[src/verilog/pdsm_pkg.sv]
// Constants and carrier types for the PD status and mask register slice.
// Assumes one device clock and a plain byte-wide register access port.
// What this block does
// RQ1 - Mask bit 0 blocks ack-sent interrupt
// RQ2 - Audio-exit bit stops sink toggle on Ra-Ra
// RQ3 - Set soft_reset_failed bit 5 after all retries
// RQ4 - Set retries_failed bit 4 after all retries
// RQ5 - Transmit start, tx-on, hard-reset clear both fails
// RQ6 - Report internal power request bits 3:2, max combine
// RQ7 - Set soft_reset_received bit 1 on soft reset
// RQ8 - Set hard_reset_received bit 0 on hard reset
// RQ9 - Settle state reads 000 while toggling
// RQ10 - Settle 001 source CC1, 010 source CC2
// RQ11 - Settle 101 sink CC1, 110 sink CC2
// RQ12 - Settle 111 on audio, then source CC1
// RQ13 - Flag SOP type of last received packet
// RQ14 - Raise ack-sent interrupt on GoodCRC sent
// RQ15 - Reserved bits read zero, ignore writes
package pdsm_pkg;

  // ****************************************
  // Register offsets
  // ****************************************
  localparam logic [7:0] TOGGLE_EXIT_CONTROL_ADDR = 8'h00;
  localparam logic [7:0] GCRC_SENT_IRQ_MASK_ADDR = 8'h0f;
  localparam logic [7:0] RESET_RETRY_POWER_STATUS_ADDR = 8'h3c;
  localparam logic [7:0] TOGGLE_SOP_STATUS_ADDR = 8'h3d;

  // ****************************************
  // Reset values and field positions
  // ****************************************
  localparam logic [7:0] TOGGLE_EXIT_CONTROL_RESET = 8'h00;
  localparam logic [7:0] GCRC_SENT_IRQ_MASK_RESET = 8'h00;
  localparam logic [7:0] STATUS_RESET = 8'h00;
  localparam int STOP_ON_AUDIO_BIT = 0;
  localparam int ACK_MASK_BIT = 0;
  localparam int SOFT_FAIL_BIT = 5;
  localparam int RETRY_FAIL_BIT = 4;
  localparam int POWER_REQ_LSB = 2;
  localparam int SOFT_RX_BIT = 1;
  localparam int HARD_RX_BIT = 0;
  localparam int SETTLE_LSB = 3;

  // ****************************************
  // Toggle settle-state codes
  // ****************************************
  localparam logic [2:0] SETTLE_RUNNING = 3'h0;
  localparam logic [2:0] SETTLE_SRC_CC1 = 3'h1;
  localparam logic [2:0] SETTLE_SRC_CC2 = 3'h2;
  localparam logic [2:0] SETTLE_SNK_CC1 = 3'h5;
  localparam logic [2:0] SETTLE_SNK_CC2 = 3'h6;
  localparam logic [2:0] SETTLE_AUDIO = 3'h7;

  // ****************************************
  // Carrier types
  // ****************************************
  typedef enum logic [1:0] {
    PDSM_SOP_PLAIN,
    PDSM_SOP_PRIME_DEBUG,
    PDSM_SOP_DPRIME_DEBUG,
    PDSM_SOP_OTHER
  } pdsm_sop_type;

  // Events from the transmitter and receiver, one-cycle pulses
  typedef struct packed {
    logic soft_reset_retries_done;
    logic packet_retries_done;
    logic tx_start_cmd;
    logic transmitter_on_cmd;
    logic send_hard_reset_cmd;
    logic soft_reset_rx;
    logic hard_reset_rx;
    logic ack_sent;
    logic rx_fifo_write;
    pdsm_sop_type rx_sop;
  } pdsm_event_type;

  // Toggle detector view, levels
  typedef struct packed {
    logic toggle_enable;
    logic sink_only_mode;
    logic cc1_source;
    logic cc2_source;
    logic cc1_sink;
    logic cc2_sink;
    logic audio_ra_both;
  } pdsm_toggle_type;

endpackage

[src/verilog/pdsm_regs.sv]
// Register slice: ack-sent mask, toggle audio exit, two status registers.
// Assumes a synchronous byte register port driven by the serial decoder.
`timescale 1ns/100ps
module pdsm_regs (
  // Clock and reset
  input wire logic clk_in,
  input wire logic reset_in,
  // Register access port
  input wire logic reg_write_in,
  input wire logic reg_read_in,
  input wire logic [7:0] reg_addr_in,
  input wire logic [7:0] reg_wdata_in,
  output logic [7:0] reg_rdata_out,
  // Device events and state
  input wire pdsm_pkg::pdsm_event_type event_in,
  input wire pdsm_pkg::pdsm_toggle_type toggle_in,
  input wire logic [1:0] internal_power_req_in,
  input wire logic [3:0] power_enable_field_in,
  // Outputs to the device
  output logic ack_sent_irq_out,
  output logic [3:0] effective_power_out,
  output logic toggle_stopped_out,
  output logic [2:0] toggle_settle_state_out
);

  // ****************************************
  // Helpers
  // ****************************************
  function automatic logic [3:0] max4(input logic [3:0] a,
                                      input logic [3:0] b);
    max4 = (a > b) ? a : b;
  endfunction

  // ****************************************
  // Register state
  // ****************************************
  logic toggle_stop_on_audio_reg;
  logic ack_sent_irq_mask_reg;
  logic soft_reset_failed_reg;
  logic retries_failed_reg;
  logic [1:0] internal_power_req_reg;
  logic soft_reset_received_reg;
  logic hard_reset_received_reg;
  logic rx_type_plain_reg;
  logic rx_type_prime_debug_reg;
  logic rx_type_dprime_debug_reg;
  logic ack_sent_irq_reg;
  logic [3:0] power_reg;
  logic [7:0] rdata_reg;
  logic [2:0] settle_state;
  logic stopped;

  wire logic wr_ctrl = reg_write_in &
    (reg_addr_in == pdsm_pkg::TOGGLE_EXIT_CONTROL_ADDR);
  wire logic wr_mask = reg_write_in &
    (reg_addr_in == pdsm_pkg::GCRC_SENT_IRQ_MASK_ADDR);
  // Clear commands lose to a same-cycle failure so no event is dropped
  wire logic fail_clear = event_in.tx_start_cmd |
    event_in.transmitter_on_cmd | event_in.send_hard_reset_cmd; // RQ5
  wire logic soft_fail_next = event_in.soft_reset_retries_done |
    (soft_reset_failed_reg & !fail_clear); // RQ3 RQ5
  wire logic retry_fail_next = event_in.packet_retries_done |
    (retries_failed_reg & !fail_clear); // RQ4 RQ5
  wire logic rx_wr = event_in.rx_fifo_write;

  // Reserved bits are simply absent from the stored state and read zero
  wire logic [7:0] status0 = {2'h0,
    soft_reset_failed_reg, retries_failed_reg,
    internal_power_req_reg,
    soft_reset_received_reg, hard_reset_received_reg}; // RQ15
  wire logic [7:0] status1 = {2'h0, settle_state,
    rx_type_dprime_debug_reg, rx_type_prime_debug_reg,
    rx_type_plain_reg}; // RQ15
  wire logic [7:0] rdata_next =
    (reg_addr_in == pdsm_pkg::TOGGLE_EXIT_CONTROL_ADDR) ?
      {7'h00, toggle_stop_on_audio_reg} :
    (reg_addr_in == pdsm_pkg::GCRC_SENT_IRQ_MASK_ADDR) ?
      {7'h00, ack_sent_irq_mask_reg} :
    (reg_addr_in == pdsm_pkg::RESET_RETRY_POWER_STATUS_ADDR) ? status0 :
    (reg_addr_in == pdsm_pkg::TOGGLE_SOP_STATUS_ADDR) ? status1 : 8'h00;
  // Internal request fills bits 3:2, software bits 1:0 pass unchanged
  wire logic [3:0] internal_power = {internal_power_req_reg,
    power_enable_field_in[1:0]};

  // ****************************************
  // Toggle settle tracker
  // ****************************************
  pdsm_settle settle_inst (
    .clk_in(clk_in),
    .reset_in(reset_in),
    .stop_on_audio_in(toggle_stop_on_audio_reg),
    .toggle_in(toggle_in),
    .settle_state_out(settle_state),
    .toggle_stopped_out(stopped)
  );

  // ****************************************
  // Control registers
  // ****************************************
  always_ff @(posedge clk_in) begin
    if (reset_in) begin
      toggle_stop_on_audio_reg <=
        pdsm_pkg::TOGGLE_EXIT_CONTROL_RESET[pdsm_pkg::STOP_ON_AUDIO_BIT];
      ack_sent_irq_mask_reg <=
        pdsm_pkg::GCRC_SENT_IRQ_MASK_RESET[pdsm_pkg::ACK_MASK_BIT];
    end else begin
      if (wr_ctrl) begin
        toggle_stop_on_audio_reg <=
          reg_wdata_in[pdsm_pkg::STOP_ON_AUDIO_BIT]; // RQ15
      end
      if (wr_mask) begin
        ack_sent_irq_mask_reg <= reg_wdata_in[pdsm_pkg::ACK_MASK_BIT]; // RQ15
      end
    end
  end

  // ****************************************
  // Status registers
  // ****************************************
  always_ff @(posedge clk_in) begin
    if (reset_in) begin
      soft_reset_failed_reg <= pdsm_pkg::STATUS_RESET[pdsm_pkg::SOFT_FAIL_BIT];
      retries_failed_reg <= pdsm_pkg::STATUS_RESET[pdsm_pkg::RETRY_FAIL_BIT];
      internal_power_req_reg <= 2'h0;
      soft_reset_received_reg <= pdsm_pkg::STATUS_RESET[pdsm_pkg::SOFT_RX_BIT];
      hard_reset_received_reg <= pdsm_pkg::STATUS_RESET[pdsm_pkg::HARD_RX_BIT];
      rx_type_plain_reg <= 1'b0;
      rx_type_prime_debug_reg <= 1'b0;
      rx_type_dprime_debug_reg <= 1'b0;
    end else begin
      soft_reset_failed_reg <= soft_fail_next; // RQ3
      retries_failed_reg <= retry_fail_next; // RQ4
      internal_power_req_reg <= internal_power_req_in; // RQ6
      if (event_in.soft_reset_rx) begin
        soft_reset_received_reg <= 1'b1; // RQ7
      end
      if (event_in.hard_reset_rx) begin
        hard_reset_received_reg <= 1'b1; // RQ8
      end
      if (rx_wr) begin
        rx_type_plain_reg <=
          event_in.rx_sop == pdsm_pkg::PDSM_SOP_PLAIN; // RQ13
        rx_type_prime_debug_reg <=
          event_in.rx_sop == pdsm_pkg::PDSM_SOP_PRIME_DEBUG; // RQ13
        rx_type_dprime_debug_reg <=
          event_in.rx_sop == pdsm_pkg::PDSM_SOP_DPRIME_DEBUG; // RQ13
      end
    end
  end

  // ****************************************
  // Outputs
  // ****************************************
  always_ff @(posedge clk_in) begin
    if (reset_in) begin
      ack_sent_irq_reg <= 1'b0;
      power_reg <= 4'h0;
      rdata_reg <= 8'h00;
    end else begin
      ack_sent_irq_reg <= event_in.ack_sent & !ack_sent_irq_mask_reg; // RQ1 RQ14
      power_reg <= max4(power_enable_field_in, internal_power); // RQ6
      if (reg_read_in) begin
        rdata_reg <= rdata_next;
      end
    end
  end

  assign reg_rdata_out = rdata_reg;
  assign ack_sent_irq_out = ack_sent_irq_reg;
  assign effective_power_out = power_reg;
  assign toggle_stopped_out = stopped;
  assign toggle_settle_state_out = settle_state;

endmodule // pdsm_regs

[src/verilog/pdsm_settle.sv]
// Toggle settle-state tracker.
// Assumes detection levels are synchronous to clk_in.
`timescale 1ns/100ps
module pdsm_settle (
  // Clock and reset
  input wire logic clk_in,
  input wire logic reset_in,
  // Control
  input wire logic stop_on_audio_in,
  input wire pdsm_pkg::pdsm_toggle_type toggle_in,
  // State
  output logic [2:0] settle_state_out,
  output logic toggle_stopped_out
);

  logic [2:0] settle_reg;
  logic [2:0] settle_next;
  logic stopped_reg;
  wire logic running = settle_reg == pdsm_pkg::SETTLE_RUNNING;
  wire logic audio_stop = toggle_in.audio_ra_both &
    (!toggle_in.sink_only_mode | stop_on_audio_in); // RQ2
  wire logic [2:0] detect_code =
    audio_stop ? pdsm_pkg::SETTLE_AUDIO : // RQ12
    toggle_in.cc1_source ? pdsm_pkg::SETTLE_SRC_CC1 : // RQ10
    toggle_in.cc2_source ? pdsm_pkg::SETTLE_SRC_CC2 : // RQ10
    toggle_in.cc1_sink ? pdsm_pkg::SETTLE_SNK_CC1 : // RQ11
    toggle_in.cc2_sink ? pdsm_pkg::SETTLE_SNK_CC2 : // RQ11
    pdsm_pkg::SETTLE_RUNNING;

  // Once settled the code holds until software drops the toggle enable
  assign settle_next = !toggle_in.toggle_enable ? pdsm_pkg::SETTLE_RUNNING :
    running ? detect_code : settle_reg; // RQ9

  always_ff @(posedge clk_in) begin
    if (reset_in) begin
      settle_reg <= pdsm_pkg::SETTLE_RUNNING;
      stopped_reg <= 1'b0;
    end else begin
      settle_reg <= settle_next;
      stopped_reg <= settle_next != pdsm_pkg::SETTLE_RUNNING; // RQ2
    end
  end

  assign settle_state_out = settle_reg;
  assign toggle_stopped_out = stopped_reg;

endmodule // pdsm_settle
[config.mk]
export PLATFORM = sky130hd
export DESIGN_NAME = pdsm_regs
export DESIGN_NICKNAME = d
export VERILOG_FILES = /design/src/verilog/pdsm_pkg.sv /design/src/verilog/pdsm_regs.sv /design/src/verilog/pdsm_settle.sv
export SDC_FILE = /design/constraint.sdc
export NUM_CORES = 1
export LEC_CHECK = 0
export BUFFER_PORTS_ARGS = -buffer_cell sky130_fd_sc_hd__buf_2
export CAP_MARGIN = 30
export CORE_MARGIN = 5
export CORE_UTILIZATION = 40
export CTS_CLUSTER_SIZE = 25
export DETAILED_ROUTE_END_ITERATION = 16
export GPL_TIMING_DRIVEN = 0
export PLACE_DENSITY = 0.75
export SLEW_MARGIN = 10
export SYNTH_ARGS = -nofsm -noshare
export SYNTH_HDL_FRONTEND = slang
export SYNTH_SLANG_ARGS = --single-unit
[constraint.sdc]
create_clock -name clk_in -period 1.2 [get_ports clk_in]
set_input_delay 0.12 -clock clk_in [delete_from_list [all_inputs] [get_ports clk_in]]
set_output_delay 0.12 -clock clk_in [all_outputs]
set_load 0.1 [all_outputs]
== Yosys cells after proc, flatten, opt, wreduce, memory -nomap -nowiden ==
Index checks and enable logic that the tools add are counted.
Word-level totals
  register bits: 28
  input bits: 44
  output and inout bits: 17
  logic and storage cells: 51
Operators by class
  magnitude comparators: 1
  equal/unequal tests: 5
  multiplexer cells: 12
  bitwise logic cells: 11
  reductions and logical operators: 7
Operator list (count)
  6-bit two-way mux: 4
  3-bit two-way mux: 7
  8-bit by 6-bit equality test with 1-bit output (second input constant): 2
  8-bit by 4-bit equality test with 1-bit output (second input constant): 1
  8-bit logical NOT: 1
  1-bit bitwise AND: 6
  1-bit OR: 5
  4-bit > comparator: 1
  4-bit two-way mux: 1
  1-bit logical NOT: 3
  3-bit logical NOT: 1
  3-bit nonzero test: 1
  2-bit by 1-bit equality test with 1-bit output (second input constant): 1
  2-bit equality test (second input constant): 1
  2-bit logical NOT: 1

== Logic depth before layout (Yosys ltp) ==
  word-level depth: 8
  mapped depth: 6
  depth with buffers taken out: 6

== By module ==
Synthesis repeated with hierarchy kept, for this count alone.
Second synthesis, totals
  cell total of the unflattened synthesis: 129
  area, all modules: 1202.4 um^2
By module, submodules not included
  pdsm_regs: times used 1, cells an instance 104, area an instance 989.7 um^2, seq. area each 440.4 um^2
  pdsm_settle: times used 1, cells an instance 25, area an instance 212.7 um^2, seq. area each 80.1 um^2

== Least setup slack after synthesis ==
Ideal clock, no wire load.
  kind: register to register
  from: reg settle_inst.settle_reg[0] (netlist: settle_inst.settle_state_out[0])
  to: reg settle_inst.stopped_reg (netlist: settle_inst.toggle_stopped_out)
  library setup time: 0.137 ns
  data arrival time: 1.406 ns
  required time: 1.063 ns
  setup slack: -0.343 ns
  cell stages (with the launch flop): 4
  buffers on the path: 0
  clock period less this slack: 1.543 ns
  cell sequence: dfxtp_1 > nor2_1 > a21oi_1 > a41oi_1
On the way
  word-level cells in the longest chain between the ends: 4
Ends and longest elaborated chain
  start, declared: RTL line pdsm_settle.sv:16  | logic [2:0] settle_reg;
  start signal, assigned: RTL line pdsm_settle.sv:36  | settle_reg <= pdsm_pkg::SETTLE_RUNNING;
  start signal, assigned: RTL line pdsm_settle.sv:39  | settle_reg <= settle_next;
  3-bit logical NOT: RTL line pdsm_settle.sv:19  | wire logic running = settle_reg == pdsm_pkg::SETTLE_RUNNING;
  3-bit two-way mux *: RTL line pdsm_settle.sv:32  | running ? detect_code : settle_reg;
  3-bit two-way mux *: RTL line pdsm_settle.sv:31  | assign settle_next = !toggle_in.toggle_enable ? pdsm_pkg::SETTLE_RUNNING :
  3-bit nonzero test *: RTL line pdsm_settle.sv:40  | stopped_reg <= settle_next != pdsm_pkg::SETTLE_RUNNING;
  end signal, assigned: RTL line pdsm_settle.sv:40
  end, declared: RTL line pdsm_settle.sv:18  | logic stopped_reg;
Mark *: on every way between the ends. The rest lies on a longest branch, timed or not.
A chain may end at the register's enable or synchronous reset.

== Final worst setup path ==
  from: reg internal_power_req_reg[1]
  to: reg power_reg[3] (netlist: effective_power_out[3])
On the way
  word-level cells in the longest chain between the ends: 2
Ends and longest elaborated chain
  start, declared: RTL line pdsm_regs.sv:41  | logic [1:0] internal_power_req_reg;
  start signal, assigned: RTL line pdsm_regs.sv:133  | internal_power_req_reg <= internal_power_req_in;
  4-bit > comparator: RTL line pdsm_regs.sv:31  | max4 = (a > b) ? a : b;
  4-bit two-way mux *: RTL line pdsm_regs.sv:31
  end signal, assigned: RTL line pdsm_regs.sv:161  | power_reg <= max4(power_enable_field_in, internal_power);
  end, declared: RTL line pdsm_regs.sv:48  | logic [3:0] power_reg;
Marks and branches as above.

==> flow_summary.json <==
{
  "status": "finished with violations",
  "violations": "negative setup slack",
  "post-route-min-period_ps": 1240,
  "drive_above_1_share_pct": 43.9,
  "power_density_nw_per_um2": 1080,
  "cp.arrival_ps": 1440,
  "synth-simple-area-share_pct": 27.4,
  "min_to": "effective_power_out[1]",
  "dpl.hpwl_mm": 2.28,
  "end_kind": "flop",
  "yosysWarningCount": 0,
  "vias_per_cell": 5.03,
  "gp_congestion": 0.784,
  "ant_nets": 0,
  "crit_required_ps": 1400,
  "fillers": 254,
  "regArea_sq_um": 536,
  "post-route-cell-area_sq_um": 1600,
  "place_ws_ps": -76.2,
  "ir_drop_mv": 0.724,
  "r2r_cells": 6,
  "grt-ovfl-total": 0,
  "avgSynthCellArea_sq_um": 9.11,
  "crit_fanout": 2,
  "path_clk_slew_ps": 130,
  "netlist_instances": 129,
  "cts_tree": "built",
  "cellLeakagePower_nw": 0.737,
  "io_pins": 61,
  "ys.flop_type": "dfxtp_1",
  "grt_pass1_wl_mm": 4.64,
  "fp.coreArea_sq_um": 2780,
  "setup_viol": 2,
  "fmax_mhz": 806,
  "track_usage_pct": 13.7,
  "synth-xor-area-share_pct": 0,
  "muxShareOfSynthArea_pct": 7.99,
  "syn2layout_area_growth_pct": 36.4,
  "synthTopCellsByCount": "26 x dfxtp_1, 22 x nor2_1, 14 x a21oi_1",
  "synth_cell_types": 30,
  "skew_ps": 7.80,
  "r2r_end": "effective_power_out[3]",
  "start_util_pct": 42.2,
  "synth_fa_ha_area_share_pct": 2.13,
  "place_area_sq_um": 1500,
  "remaining_drc_errors": 0,
  "hold_class": "in2reg",
  "synth_top_family_by_area": "simple AND/OR/NAND/NOR gates",
  "multi_input_area_sq_um": 621,
  "dieWidth_um": 64.2,
  "final_nets": 235,
  "wl_per_cell_um": 13.4,
  "rrSetupSlack_ps": -40,
  "num_rows": 19,
  "wirelength_mm": 2.91,
  "cp-start-kind": "flop",
  "hold_start": "power_enable_field_in[1]",
  "syn_area_sq_um": 1170,
  "cap_violations": 0,
  "grt_max_degree": 14,
  "die_y_um": 64.2,
  "vias": 1097,
  "antenna_found_initial": 0,
  "reg2reg_from": "internal_power_req_reg[1]",
  "synth_compound_area_share_pct": 12.8,
  "hold_depth": 2,
  "drt_first_pass_iters": 4,
  "htree_num_levels": 1,
  "rsz0062_at_grt": "yes",
  "synth_top_area_cell": "dfxtp_1",
  "yosys_register_bits": 26,
  "cts_buffers": 3,
  "synth_edf_count": 0,
  "synth_top_area_share_pct": 44.3,
  "grt_pass1_vias": 1108,
  "synthArstFlopShare_pct": 0,
  "die_area_sq_um": 4120,
  "antenna_cells": 0,
  "largest_reg_flops": 6,
  "synth.most_common_cell": "dfxtp_1",
  "clock-sinks": 26,
  "drtIter0Drc": 24,
  "port_buffers": 50,
  "finalCritPeriodShare_pct": 103,
  "crit_type": "reg2reg",
  "root_buffer": "clkbuf_4",
  "clockBufferDepth": 2,
  "yosysSeqAreaShare_pct": 44.3,
  "timing.final.hold_violations": 0,
  "layout_setup_ws_ps": -40.0,
  "clk_latency_ps": 320,
  "slew_violations": 0,
  "yosys-top-cells-area": "dfxtp_1 44%, nor2_1 7.0%, nor2b_1 6.4%, a21oi_1 6.0%, mux2i_1 5.1%"
}
-- placed cells by master (no fill, tap or decap) --
cell type | synthesis | final
nor2b_1 | 12 | 11
nor4_4 | 2 | 2
buf_6 | 1 | 1
nor3_1 | 1 | 1
o32ai_1 | 2 | 2
nor3b_1 | 1 | 1
mux2i_1 | 6 | 6
nand2_1 | 4 | 4
a41oi_1 | 1 | 1
a21oi_1 | 14 | 12
nand3_1 | 2 | 2
dlygate4sd3_1 | 0 | 3
o21ai_0 | 4 | 4
mux2_2 | 3 | 3
nor2_1 | 22 | 22
ha_4 | 0 | 1
a21oi_2 | 0 | 2
and3_4 | 1 | 1
nand2b_1 | 4 | 4
dfxtp_2 | 0 | 12
and3b_1 | 1 | 1
a211o_1 | 1 | 1
ha_1 | 2 | 1
buf_2 | 0 | 35
conb_1 | 1 | 2
inv_1 | 7 | 6
clkbuf_4 | 0 | 6
nor2b_2 | 0 | 1
a2bb2oi_1 | 1 | 1
a21o_1 | 1 | 1
nand3b_1 | 2 | 2
dfxtp_1 | 26 | 14
inv_2 | 0 | 1
o221ai_1 | 1 | 1
and4_4 | 1 | 1
buf_4 | 2 | 15
and4bb_2 | 1 | 1
clkbuf_1 | 2 | 2
-- logic make-up after synthesis --
kind of cell               count (synthesis)
DFF                                       26
other                                      1
buffers and inverters                     12
muxes                                      9
and+or+nand+nor                           54
AOI/OAI and AO/OA                         25
adders and majority gates                  2
-- worst max-delay path by stage --
| stage | start | to | slack [ps] | depth (start not counted) |
|---|---|---|---|---|
| 3_5_place_dp | internal_power_req_reg[1] | effective_power_out[3] | -80 | 6 |
| 4_1_cts | internal_power_req_reg[1] | effective_power_out[2] | -40 | 6 |
| 6_report | internal_power_req_reg[1] | effective_power_out[3] | -40 | 6 |
| 2_1_floorplan | internal_power_req_reg[1] | effective_power_out[2] | 0.8 | 6 |
| 5_1_grt | internal_power_req_reg[1] | effective_power_out[2] | -130 | 6 |
| 3_3_place_gp | internal_power_req_reg[1] | effective_power_out[2] | -60 | 6 |
-- power breakdown --
| part | switching, mW | internal (mW) | total, mW |
|---|---|---|---|
| Sequential | 0.0196 | 0.900 | 0.920 |
| Clock | 0.246 | 0.118 | 0.364 |
| Combinational | 0.290 | 0.152 | 0.442 |
| Total | 0.556 | 1.17 | 1.73 |
-- worst max-delay path, cell delays in order, from the launching register on --
cell     delay, ps
dfxtp_2        350
inv_2           50
ha_4           260
a21oi_2         50
a21oi_2        150
mux2i_1        200
nor2_1          60
-- per-stage QoR --
stage	cells	TNS, ps	hold WS [ps]	total power, mW	utilization, %
after CTS	217	-76.5	3.02	1.73	56.9
after global placement	211	-116	325	1.34	53.8
final	218	-75.9	4.92	1.73	57.6
after global routing	218	-221	14.0	1.80	57.6
after detailed placement	211	-150	334	1.35	53.8
after floorplan	130	0	192	1.23	-
-- final cells by class --
class	count	area share [%]
Buffer	5	2.11
Clock buffer	3	1.41
Inverter	7	1.64
Multi-Input combinational cell	92	38.7
Sequential cell	26	33.4
Tap cell	31	2.42
Timing Repair Buffer	54	20.3
-- timing repair --
| item | CTS | global route |
|---|---|---|
| hold endpoints to repair | 2 | 1 |
| hold buffers | 2 | 1 |
| endpoints found under the setup margin | 14 | 7 |
| resized for setup | 16 | 5 |
| setup buffers | 1 | 0 |
| pin swaps | 3 | 1 |
-- metal layers --
layer,up-vias,track usage (%),share of wire [%]
met5,-,0,0
met4,0,3.31,0.86
met3,5,4.90,7.7
met2,34,25.1,50
met1,502,14.9,42
li1,556,-,-
No activity file was read; power rests on OpenSTA's default activity.
